## config.mk

```make
export PLATFORM = sky130hd
export DESIGN_NAME = sprite_plane_control
export DESIGN_NICKNAME = d
export VERILOG_FILES = /design/src/core/sprite_plane_pkg.sv /design/src/core/sprite_plane_control.sv
export SDC_FILE = /design/constraint.sdc
export NUM_CORES = 1
export LEC_CHECK = 0
export ABC_CLOCK_PERIOD_IN_PS = 2400
export BUFFER_PORTS_ARGS = -buffer_cell sky130_fd_sc_hd__buf_2
export CELL_PAD_IN_SITES_DETAIL_PLACEMENT = 1
export CELL_PAD_IN_SITES_GLOBAL_PLACEMENT = 2
export CORE_MARGIN = 5
export CORE_UTILIZATION = 34
export CTS_CLUSTER_DIAMETER = 100
export DETAILED_ROUTE_END_ITERATION = 12
export PLACE_DENSITY = 0.9
export REMOVE_ABC_BUFFERS = 1
export SLEW_MARGIN = 25
export SYNTH_ARGS = -nofsm -noshare
export SYNTH_HDL_FRONTEND = slang
export SYNTH_SLANG_ARGS = --single-unit
```

## constraint.sdc

```tcl
create_clock -name clk -period 2.4 [get_ports clk]
set_input_delay 0.36 -clock clk [delete_from_list [all_inputs] [get_ports clk]]
set_output_delay 0.36 -clock clk [all_outputs]
set_load 0.02 [all_outputs]
```

## src/core/sprite_plane_pkg.sv

```systemverilog
/*
 * sprite plane register map, field positions, reset values and carrier types.
 * assumes a 32-bit word-addressed register port carrying byte offsets.
 */
`default_nettype none
package sprite_plane_pkg;
   localparam logic [19:0] OFF_CONTROL = 20'h72180;
   localparam logic [19:0] OFF_LINEAR_OFFSET = 20'h72184;
   localparam logic [19:0] OFF_STRIDE = 20'h72188;
   localparam logic [19:0] OFF_POSITION = 20'h7218C;
   localparam logic [19:0] OFF_SIZE = 20'h72190;
   localparam logic [19:0] OFF_KEY_VALUE = 20'h72194;
   localparam logic [19:0] OFF_KEY_MASK = 20'h72198;
   localparam logic [19:0] OFF_SURFACE_TRIGGER = 20'h7219C;
   localparam logic [19:0] OFF_KEY_MAXIMUM = 20'h721A0;
   localparam logic [19:0] OFF_STATUS = 20'h721B0;

   localparam logic [31:0] RST_WORD = 32'h00000000;
   localparam logic [31:0] CONTROL_WMASK = 32'hDC7F8404;
   localparam logic [31:0] XY_WMASK = 32'h0FFF0FFF;
   localparam logic [31:0] KEY_VALUE_WMASK = 32'h00FFFFFF;
   localparam logic [31:0] KEY_MASK_WMASK = 32'h07FFFFFF;
   localparam logic [31:0] SURF_WMASK = 32'h1FFFF000;

   localparam int CTL_ENABLE = 31;
   localparam int CTL_EXCESS512 = 28;
   localparam int CTL_RANGE_OFF = 27;
   localparam int CTL_FORMAT = 26;
   localparam int CTL_SRC_KEY = 22;
   localparam int CTL_MULT_HI = 21;
   localparam int CTL_MULT_LO = 20;
   localparam int CTL_CSC_OFF = 19;
   localparam int CTL_BT709 = 18;
   localparam int CTL_ORDER_HI = 17;
   localparam int CTL_ORDER_LO = 16;
   localparam int CTL_ROTATE = 15;
   localparam int CTL_TILED = 10;
   localparam int CTL_DST_KEY = 2;
   localparam int MSK_V_EN = 26;
   localparam int MSK_Y_EN = 25;
   localparam int MSK_U_EN = 24;

   localparam logic [1:0] MULT_NONE = 2'h0;
   localparam logic [1:0] MULT_LINE_PIXEL = 2'h1;
   localparam logic [1:0] MULT_PIXEL = 2'h3;

   typedef enum logic [1:0] {
      ORDER_YUYV = 2'h0,
      ORDER_UYVY = 2'h1,
      ORDER_YVYU = 2'h2,
      ORDER_VYUY = 2'h3
   } byte_order_t;

   typedef enum logic [1:0] {
      PLANE_OFF = 2'h0,
      PLANE_ARMED = 2'h1,
      PLANE_ON = 2'h3
   } plane_state_t;

   typedef struct packed {
      logic [19:0] addr;
      logic [31:0] wdata;
      logic wr;
      logic rd;
   } reg_req_t;

   typedef struct packed {
      logic enable;
      logic excess512;
      logic range_expand;
      logic format_rgb;
      logic src_key;
      logic dst_key;
      logic double_pixels;
      logic double_lines;
      logic csc_on;
      logic bt709;
      byte_order_t order;
      logic rotate;
      logic tiled;
   } pixel_mode_t;

   typedef struct packed {
      logic fetch_en;
      logic [31:0] start_addr;
      logic [31:0] stride;
      logic [12:0] pos_x;
      logic [12:0] pos_y;
      logic [12:0] width_m1;
      logic [12:0] height_m1;
   } fetch_cfg_t;

   typedef struct packed {
      logic [23:0] key_min;
      logic [23:0] key_max;
      logic [23:0] dst_mask;
      logic [2:0] range_en;
   } key_cfg_t;

   typedef struct packed {
      logic valid;
      logic [23:0] src;
      logic [23:0] under;
   } pix_in_t;

   typedef struct packed {
      logic valid;
      logic transparent;
      logic use_sprite;
   } key_out_t;
endpackage : sprite_plane_pkg
`default_nettype wire

```

## src/core/sprite_plane_control.sv

```systemverilog
/*
 * sprite plane control: register bank with vblank double buffering, active
 * mode decode towards the pixel path, fetch setup and colour-key compare.
 * assumes vblank is a synchronous level from the assigned pipe, and that the
 * register port strobes are single-cycle and never overlap.
 */
// Added by the designer: the plain strobed port.
`default_nettype none
module sprite_plane_control
   import sprite_plane_pkg::*;
(
   input wire logic clk,
   input wire logic srst,
   input wire sprite_plane_pkg::reg_req_t req,
   output logic [31:0] rdata,
   input wire logic vblank,
   input wire sprite_plane_pkg::pix_in_t pix_in,
   output sprite_plane_pkg::pixel_mode_t mode,
   output sprite_plane_pkg::fetch_cfg_t fetch,
   output sprite_plane_pkg::key_cfg_t keys,
   output sprite_plane_pkg::key_out_t key_out
);
   // pending (software-visible) copies
   logic [31:0] ctl_q, lin_q, stride_q, pos_q, size_q, kval_q, kmsk_q, surf_q, kmax_q;
   // active copies
   logic [31:0] a_ctl_q, a_lin_q, a_stride_q, a_pos_q, a_size_q;
   logic [31:0] a_kval_q, a_kmsk_q, a_surf_q, a_kmax_q;
   logic armed_q, vblank_q, vb_rise;
   logic [31:0] wd;
   plane_state_t state_q;

   assign vb_rise = vblank & ~vblank_q;
   assign wd = req.wdata;

   always_ff @(posedge clk) begin
      if (srst) begin
         vblank_q <= 1'b0;
      end else begin
         vblank_q <= vblank;
      end
   end

   // write path; reserved bits are dropped on the way in
   always_ff @(posedge clk) begin
      if (srst) begin
         ctl_q <= RST_WORD;
         lin_q <= RST_WORD;
         stride_q <= RST_WORD;
         pos_q <= RST_WORD;
         size_q <= RST_WORD;
         kval_q <= RST_WORD;
         kmsk_q <= RST_WORD;
         surf_q <= RST_WORD;
         kmax_q <= RST_WORD;
      end else if (req.wr) begin
         case (req.addr)
            OFF_CONTROL: ctl_q <= wd & CONTROL_WMASK;
            OFF_LINEAR_OFFSET: lin_q <= wd;
            OFF_STRIDE: stride_q <= wd;
            OFF_POSITION: pos_q <= wd & XY_WMASK;
            OFF_SIZE: size_q <= wd & XY_WMASK;
            OFF_KEY_VALUE: kval_q <= wd & KEY_VALUE_WMASK;
            OFF_KEY_MASK: kmsk_q <= wd & KEY_MASK_WMASK;
            OFF_SURFACE_TRIGGER: surf_q <= wd & SURF_WMASK;
            OFF_KEY_MAXIMUM: kmax_q <= wd & KEY_VALUE_WMASK;
            default: ;
         endcase
      end
   end

   // arm: a surface write, or enable going zero to one, waits for vblank.
   // a trigger in the same cycle as the vblank edge stays armed for the next
   // one, so the flip never lands on a half-written register set.
   always_ff @(posedge clk) begin
      if (srst) begin
         armed_q <= 1'b0;
      end else if (req.wr && (req.addr == OFF_SURFACE_TRIGGER ||
                  (req.addr == OFF_CONTROL && req.wdata[CTL_ENABLE] && !ctl_q[CTL_ENABLE]))) begin
         armed_q <= 1'b1;
      end else if (vb_rise) begin
         armed_q <= 1'b0;
      end
   end

   // linear offset, position and size load on every vblank edge; the rest
   // wait for the trigger. disabling also lands on the vblank edge.
   always_ff @(posedge clk) begin
      if (srst) begin
         a_lin_q <= RST_WORD;
         a_pos_q <= RST_WORD;
         a_size_q <= RST_WORD;
      end else if (vb_rise) begin
         a_lin_q <= lin_q;
         a_pos_q <= pos_q;
         a_size_q <= size_q;
      end
   end

   always_ff @(posedge clk) begin
      if (srst) begin
         a_ctl_q <= RST_WORD;
         a_stride_q <= RST_WORD;
         a_kval_q <= RST_WORD;
         a_kmsk_q <= RST_WORD;
         a_surf_q <= RST_WORD;
         a_kmax_q <= RST_WORD;
      end else if (vb_rise && armed_q) begin
         a_ctl_q <= ctl_q;
         a_stride_q <= stride_q;
         a_kval_q <= kval_q;
         a_kmsk_q <= kmsk_q;
         a_surf_q <= surf_q;
         a_kmax_q <= kmax_q;
      end else if (vb_rise && !ctl_q[CTL_ENABLE]) begin
         a_ctl_q[CTL_ENABLE] <= 1'b0;
      end
   end

   // plane state for status readback
   always_ff @(posedge clk) begin
      if (srst) begin
         state_q <= PLANE_OFF;
      end else begin
         case (state_q)
            PLANE_OFF: if (armed_q && ctl_q[CTL_ENABLE]) state_q <= PLANE_ARMED;
            PLANE_ARMED: if (a_ctl_q[CTL_ENABLE]) state_q <= PLANE_ON;
               else if (!ctl_q[CTL_ENABLE]) state_q <= PLANE_OFF;
            PLANE_ON: if (!a_ctl_q[CTL_ENABLE]) state_q <= PLANE_OFF;
            default: state_q <= PLANE_OFF;
         endcase
      end
   end

   // read data one cycle after the strobe; unmapped offsets read zero
   always_ff @(posedge clk) begin
      if (srst) begin
         rdata <= RST_WORD;
      end else if (req.rd) begin
         case (req.addr)
            OFF_CONTROL: rdata <= ctl_q;
            OFF_LINEAR_OFFSET: rdata <= lin_q;
            OFF_STRIDE: rdata <= stride_q;
            OFF_POSITION: rdata <= pos_q;
            OFF_SIZE: rdata <= size_q;
            OFF_KEY_VALUE: rdata <= kval_q;
            OFF_KEY_MASK: rdata <= kmsk_q;
            OFF_SURFACE_TRIGGER: rdata <= surf_q;
            OFF_KEY_MAXIMUM: rdata <= kmax_q;
            OFF_STATUS: rdata <= {29'h0, armed_q, state_q};
            default: rdata <= RST_WORD;
         endcase
      end else begin
         rdata <= RST_WORD;
      end
   end

   // active mode decode towards the pixel path
   logic dbl_px, dbl_ln, is_rgb;
   always_comb begin
      is_rgb = a_ctl_q[CTL_FORMAT];
      case (a_ctl_q[CTL_MULT_HI:CTL_MULT_LO])
         MULT_LINE_PIXEL: begin
            dbl_px = 1'b1;
            dbl_ln = 1'b1;
         end
         MULT_PIXEL: begin
            dbl_px = 1'b1;
            dbl_ln = 1'b0;
         end
         default: begin
            // reserved code behaves as no duplication
            dbl_px = 1'b0;
            dbl_ln = 1'b0;
         end
      endcase
   end

   always_ff @(posedge clk) begin
      if (srst) begin
         mode <= '0;
      end else begin
         mode.enable <= a_ctl_q[CTL_ENABLE];
         mode.excess512 <= a_ctl_q[CTL_EXCESS512] & a_ctl_q[CTL_CSC_OFF] & ~is_rgb;
         mode.range_expand <= ~a_ctl_q[CTL_RANGE_OFF] & ~is_rgb;
         mode.format_rgb <= is_rgb;
         mode.src_key <= a_ctl_q[CTL_SRC_KEY];
         mode.dst_key <= a_ctl_q[CTL_DST_KEY];
         mode.double_pixels <= dbl_px;
         mode.double_lines <= dbl_ln;
         mode.csc_on <= ~a_ctl_q[CTL_CSC_OFF] & ~is_rgb;
         mode.bt709 <= a_ctl_q[CTL_BT709] & ~is_rgb;
         mode.order <= is_rgb ? ORDER_YUYV
                       : byte_order_t'(a_ctl_q[CTL_ORDER_HI:CTL_ORDER_LO]);
         mode.rotate <= a_ctl_q[CTL_ROTATE];
         mode.tiled <= a_ctl_q[CTL_TILED];
      end
   end

   // fetch setup; x and width are doubled with pixel doubling, y and height only with line doubling
   logic [12:0] px, py, sw, sh;
   always_comb begin
      px = {1'b0, a_pos_q[11:0]};
      py = {1'b0, a_pos_q[27:16]};
      sw = {1'b0, a_size_q[11:0]};
      sh = {1'b0, a_size_q[27:16]};
      if (dbl_px) begin
         px = {a_pos_q[11:0], 1'b0};
         sw = {a_size_q[11:0], 1'b1}; // (w+1)*2-1
      end
      if (dbl_ln) begin
         py = {a_pos_q[27:16], 1'b0};
         sh = {a_size_q[27:16], 1'b1};
      end
   end

   always_ff @(posedge clk) begin
      if (srst) begin
         fetch <= '0;
      end else begin
         fetch.fetch_en <= a_ctl_q[CTL_ENABLE];
         // tiled panning comes from a separate offset outside this block
         fetch.start_addr <= a_ctl_q[CTL_TILED] ? a_surf_q : a_surf_q + a_lin_q;
         fetch.stride <= a_stride_q;
         fetch.pos_x <= px;
         fetch.pos_y <= py;
         fetch.width_m1 <= sw;
         fetch.height_m1 <= sh;
      end
   end

   always_ff @(posedge clk) begin
      if (srst) begin
         keys <= '0;
      end else begin
         keys.key_min <= a_kval_q[23:0];
         keys.key_max <= a_kmax_q[23:0];
         keys.dst_mask <= a_kmsk_q[23:0];
         keys.range_en <= a_kmsk_q[MSK_V_EN:MSK_U_EN];
      end
   end

   // colour key compare, one pixel per cycle, answer one cycle later.
   // yuv source key uses min/max ranges; rgb source key compares exactly.
   logic [2:0] ch_ok;
   logic dst_match;
   genvar g;
   generate
      for (g = 0; g < 3; g++) begin : g_chan
         logic [7:0] s, lo, hi;
         assign s = pix_in.src[8*g +: 8];
         assign lo = a_kval_q[8*g +: 8];
         assign hi = a_kmax_q[8*g +: 8];
         assign ch_ok[g] = !a_kmsk_q[MSK_U_EN + g] ||
                           (is_rgb ? (s == lo) : (s >= lo && s <= hi));
      end
   endgenerate
   assign dst_match = ((pix_in.under ^ a_kval_q[23:0]) & a_kmsk_q[23:0]) == 24'h000000;

   always_ff @(posedge clk) begin
      if (srst) begin
         key_out <= '0;
      end else begin
         key_out.valid <= pix_in.valid;
         key_out.transparent <= pix_in.valid & a_ctl_q[CTL_SRC_KEY] & (&ch_ok);
         // sprite shown while enabled, unless destination key is on and the pixel misses
         key_out.use_sprite <= pix_in.valid & a_ctl_q[CTL_ENABLE] &
                               (~a_ctl_q[CTL_DST_KEY] | dst_match);
      end
   end
endmodule : sprite_plane_control
`default_nettype wire

```

* Yosys cells after proc, flatten, opt, wreduce, memory -nomap -nowiden
Cells that the tools add are included.
** Word-level totals
- Bits in registers :: 681
- Input port bits :: 106
- Output and inout port bits :: 241
- Logic and storage cells :: 164
** Operators by class
- $add $sub $neg :: 1
- Magnitude comparators :: 6
- Equality and inequality tests :: 20
- Mux-type cells :: 20
- Bitwise gates (word level) :: 21
- Reduce and logical (&&, ||, !) cells :: 40
** Operators by type and width (count)
- 32-bit one-hot mux with 10 select lines :: 1
- 20-bit by 19-bit == test with 1-bit output, second input constant :: 10
- 12-bit two-way mux :: 4
- 29-bit by 32-bit adder with 32-bit output :: 1
- 29-bit two-way mux :: 1
- 24-bit bitwise AND :: 1
- 8-bit == test :: 3
- 8-bit >= comparator :: 3
- 8-bit <= comparator :: 3
- 24-bit logical NOT :: 1
- 24-bit XOR :: 1
- 2-bit AND reduction :: 9
- 2-bit OR reduction :: 8
- 1-bit bitwise AND :: 10
- 1-bit logical AND :: 9
- 1-bit two-way mux :: 9
- 2-bit two-way mux :: 4
- 1-bit inverter :: 8
- 2-bit one-hot mux with 3 select lines :: 1
- 3-bit AND reduction :: 2
- 2-bit by 1-bit == test with 1-bit output, second input constant :: 2
- 2-bit == test, second input constant :: 2
- 1-bit logical NOT :: 4
- 1-bit logical OR :: 4
- other kinds (5) :: 7

* Depth between registers and ports, before layout
- Word-level depth :: 6
- Mapped depth :: 9
- Gate-level depth less buffers :: 8

* Worst setup path after synthesis
No wires, ideal clock.
- Path type :: reg2reg
- From :: reg a_lin_q[12]
- To :: reg fetch[108] (netlist name)
- Setup time :: 58 ps
- Data arrival time :: 2149 ps
- Required time :: 2342 ps
- Setup slack :: 194 ps
- Cell stages (with the launch flop) :: 9
- Path buffers :: 0
- Period minus slack after synthesis :: 2206 ps
- Path through :: dfxtp_1 > ha_1 > fa_1 > a211oi_1 > o21bai_1 > o21ai_0 > a31oi_1 > nor4b_1 > a211o_1
** Between the ends
- Longest elaborated chain between the ends :: 2
** RTL lines
- from (decl) :: line sprite_plane_control.sv:26 : logic [31:0] a_ctl_q, a_lin_q, a_stride_q, a_pos_q, a_size_q;
- from (signal assigned) :: line sprite_plane_control.sv:93 : a_lin_q <= lin_q;
- 29-bit by 32-bit adder with 32-bit output :: line sprite_plane_control.sv:222 : fetch.start_addr <= a_ctl_q[CTL_TILED] ? a_surf_q : a_surf_q + a_lin_q;
- 29-bit two-way mux :: line sprite_plane_control.sv:222
- to (decl) :: line sprite_plane_control.sv:19 : output sprite_plane_pkg::fetch_cfg_t fetch,
Every way passes these cells.
A chain may end at the register's enable or synchronous reset.

* Worst setup path in the final report
- From :: reg a_kval_q[9]
- To :: reg key_out[1] (netlist name)
** Between the ends
- Longest elaborated chain between the ends :: 6
- Elaborated cells on any way between the ends :: 7
- Those cells by class :: order compare: 1; eq/ne: 1; mux: 1; bitwise: 1; reduce/logical: 3
** RTL lines
- from (decl) :: line sprite_plane_control.sv:27 : logic [31:0] a_kval_q, a_kmsk_q, a_surf_q, a_kmax_q;
- from (signal assigned) :: line sprite_plane_control.sv:110 : a_kval_q <= kval_q;
- 8-bit >= comparator :: line sprite_plane_control.sv:254 : (is_rgb ? (s == lo) : (s >= lo && s <= hi));
- 1-bit logical AND :: line sprite_plane_control.sv:254
- 1-bit two-way mux * :: line sprite_plane_control.sv:254
- 1-bit logical OR * :: line sprite_plane_control.sv:253 : assign ch_ok[g] = !a_kmsk_q[MSK_U_EN + g] ||
- 3-bit AND reduction * :: line sprite_plane_control.sv:264 : key_out.transparent <= pix_in.valid & a_ctl_q[CTL_SRC_KEY] & (&ch_ok);
- 1-bit bitwise AND * :: line sprite_plane_control.sv:264
- to (decl) :: line sprite_plane_control.sv:21 : output sprite_plane_pkg::key_out_t key_out
Mark *: on every way between the ends. The rest lies on a longest branch, timed or not.

==> impl_results.md <==
- H-tree depth: 3
- Pwr Total: 0.0253 W
- Asr flop ratio synth: 0%
- Syn Inst Count: ~3,100
- Cell with the most instances after synthesis: nand2_1
- Max Fanout on Critical Path: 3
- Worst R2R Start: a_kval_q[9]
- Final setup violation count: 0
- Commonest cells in the netlist: nand2_1, dfxtp_1, a21oi_1
- Total wire length: approximately 100,000 um
- Global Route Usage Sum: 23.6%
- Worst Min Path Start: req[14]
- Layout cells sized above 1: a little under a fifth
- Core box area: 76,100 um^2
- Synth warnings: 0
- Slew headroom: around two fifths
- Max Cap Viol: 0
- Min cycle time layout: roughly 2.3 ns
- Internal: between 0.015 and 0.02 W
- Worst r2r dst: key_out[1]
- Final period util: approximately 94%
- Clock latency on the worst-skew pair: around 0.63 ns
- Critical path launch point type: flip-flop
- Share of power burned in registers: between 40% and 50%
- Slew Viols, Final: 0
- Most used DFF post-synth: dfxtp_1
- Worst Path Required: 2.87 ns
- Final nets: 3,607
- Hold Violations, Final: 0
- Mapped Area: between 20,000 and 30,000 um^2
- Highest ir drop seen on vdd: 0.509 mV
- Clk_skew: 0.0350 ns
- Sequential share of the synthesized area: between 50% and 60%
- Die W: roughly 290 um
- Wire per inst: 22.3 um
- Post-Place Setup Slack: -0.310 ns
- Vias: roughly 23,000
- Via density per instance: around 5.2
- R2R depth: 8
- I/O pins: about 350
- Num CTS Buffers: 79
- Fmax: about 440 MHz
- Top cells by area, synth: dfxtp_1, nand2_1, a21oi_1, ha_1, mux2i_1
- Leakage power: around 12 nW
- Congestion Overflow GR: 0
- Net Sw Frac: roughly 22%
- CTS tree: done
- Die ar.: between 80,000 and 90,000 um^2
- Die Ht: around 290 um
- # rows: 101
- Syn avg cell area: ~8.4 um^2
- First-pass GRT wire length: between 100,000 and 150,000 um
- Clk network pwr share: between 50% and 60%
- Crit Path Class: reg -> reg
- Setup Buffers After CTS: 0
- Drt initial violations: roughly 1,500
- Post-route DRC violation count: 0
- Critical path arrival: about 2.7 ns
- Combinational share of power: between 3 and 4%
- Flop2flop setup slack: between 0.1 and 0.15 ns
- Pin count of the biggest net entering global routing: approximately 120
- Launch point of the worst path: a_kval_q[9]
- Layout area overhead: 23.8%
- CP endpoint kind: flip-flop
- Clk slew on worst S/H paths: about 0.060 ns
- Placer Congestion: roughly 0.88
- Clock Root Buffer: clkbuf_16
- Number of enable flip-flop cells after synthesis: 0
- Cell Pwr Density: 782 nW/um^2
- Yosys cell types: between 60 and 70
- RSZ-0062 raised after global routing: false
- CTS max path bufs: 3
- Worst Tran Pin Value: 0.894 ns
- Switch Pwr: about 0.0056 W
- Setup TNS: 0 ns
- Hold Path Cell Cnt: 3
- Post-Place Cells: 4,380
- Status: complete, no violations
- Finished Layout Cells: between 4,000 and 5,000
- Flops & latches, synth: approximately 700
- Setup WS post-layout: between 0.1 and 0.15 ns
- Detailed Place HPWL: 72,500 um
- Synth top area share: between 50% and 60%
- Initial Util: 34.3%
- DRT Pass-1 Iters: 5
- Vias in the first global route: around 24,000
- Antenna-violating nets left: 0
- Input/output buffers: between 300 and 400
- Yosys top cell by area: dfxtp_1
- TritonCTS sink count: 681
- Hold Path Sink: stride_q[12]
- Hold crit path type: in -> reg
- Initial antenna violation count: 13
## worst max-delay path by stage
stage | endpoint | cells past startpoint
floorplan | a_ctl_q[10] | 4
CTS | fetch[107] | 7
detailed placement | rdata[31] | 8
finish | key_out[1] | 8
global route | fetch[111] | 7
global placement | rdata[31] | 8
## flip-flops by register name, indices dropped and copies added (netlist names), 32 cells and up
signal / count
a_lin_q: 32
a_stride_q: 32
fetch: 117
keys: 75
lin_q: 32
rdata: 32
stride_q: 32
## critical path: stages (launching register included)
cell and delay, ns:
dfxtp_1 0.37, inv_1 0.10, ha_1 0.29, nor2b_1 0.13, o211ai_1 0.21, a21oi_1 0.09
or4b_2 0.68, o41ai_1 0.13, nor4_1 0.09
## cell families (layout without fill, tap and decap cells)
family / after synthesis / after routing / share of synthesized area (%)
XOR/XNOR: 35 / 35 / 1.17
flip-flops: 681 / 681 / 52.2
buffers and inverters: 276 / 670 / 4.22
AO/OA/AOI/OAI: 698 / 698 / 15.3
adder cells (fa/ha/maj): 66 / 66 / 3.19
other: 0 / 5 / 0
AND/OR/NAND/NOR: 1260 / 1260 / 20.4
multiplexers: 86 / 86 / 3.53
## through the flow
stage | hold slack [ns] | utilization (%) | cell area (um^2)
floorplan | 0.394 | - | 25200
global placement | 0.439 | 38.7 | 29400
detailed placement | 0.442 | 38.7 | 29400
CTS | 0.00375 | 42.5 | 32300
global route | 0.0279 | 42.5 | 32300
finish | 0.0373 | 42.5 | 32300
## layout make-up
cell class / instances / area (um^2)
fillers: 9077 / 43800
clock inverters: 37 / 583
multi-input cells: 2145 / 11400
clock buffers: 105 / 2260
repair buffers: 470 / 2920
inverters: 58 / 218
flip-flops and latches: 681 / 13600
well taps: 1030 / 1290
diodes: 5 / 12.5
## cells in the final DEF, fill, tap and decap left out, types with 26 or more instances in the layout
master,n
a21oi_1,489
a22o_1,29
buf_4,101
nor2b_1,86
dfxtp_1,681
inv_1,58
a22oi_1,33
xor2_1,26
mux2i_1,65
buf_2,345
o21ai_0,47
ha_1,65
clkbuf_16,82
nand2_1,912
nand3_1,33
nor2_1,118
## timing repair
| action | in CTS | in global routing |
|---|---|---|
| endpoints found under the hold margin | 6 | 0 |
| resized for setup | 3 | 5 |
| hold buffers | 4 | 0 |
| setup endpoints to repair | 6 | 11 |
| pin swaps | 0 | 1 |
| gates cloned | 0 | 0 |
## power by group through the flow
stage	Combinational (W)	Clock [W]	Sequential [W]
2_1_floorplan	0.000187	0	0.0116
3_3_place_gp	0.000779	0	0.0116
3_5_place_dp	0.000787	0	0.0116
4_1_cts	0.000795	0.0134	0.0113
5_1_grt	0.000854	0.0139	0.0113
6_report	0.000798	0.0132	0.0113
## metal layers
metal	wire length, um	vias up	track usage, %
met5	55	-	0
li1	-	11000	-
met4	3800	8	8.78
met3	5840	194	3.91
met2	48800	644	40.5
met1	42400	11500	29.9
No activity file was read; power rests on OpenSTA's default activity.
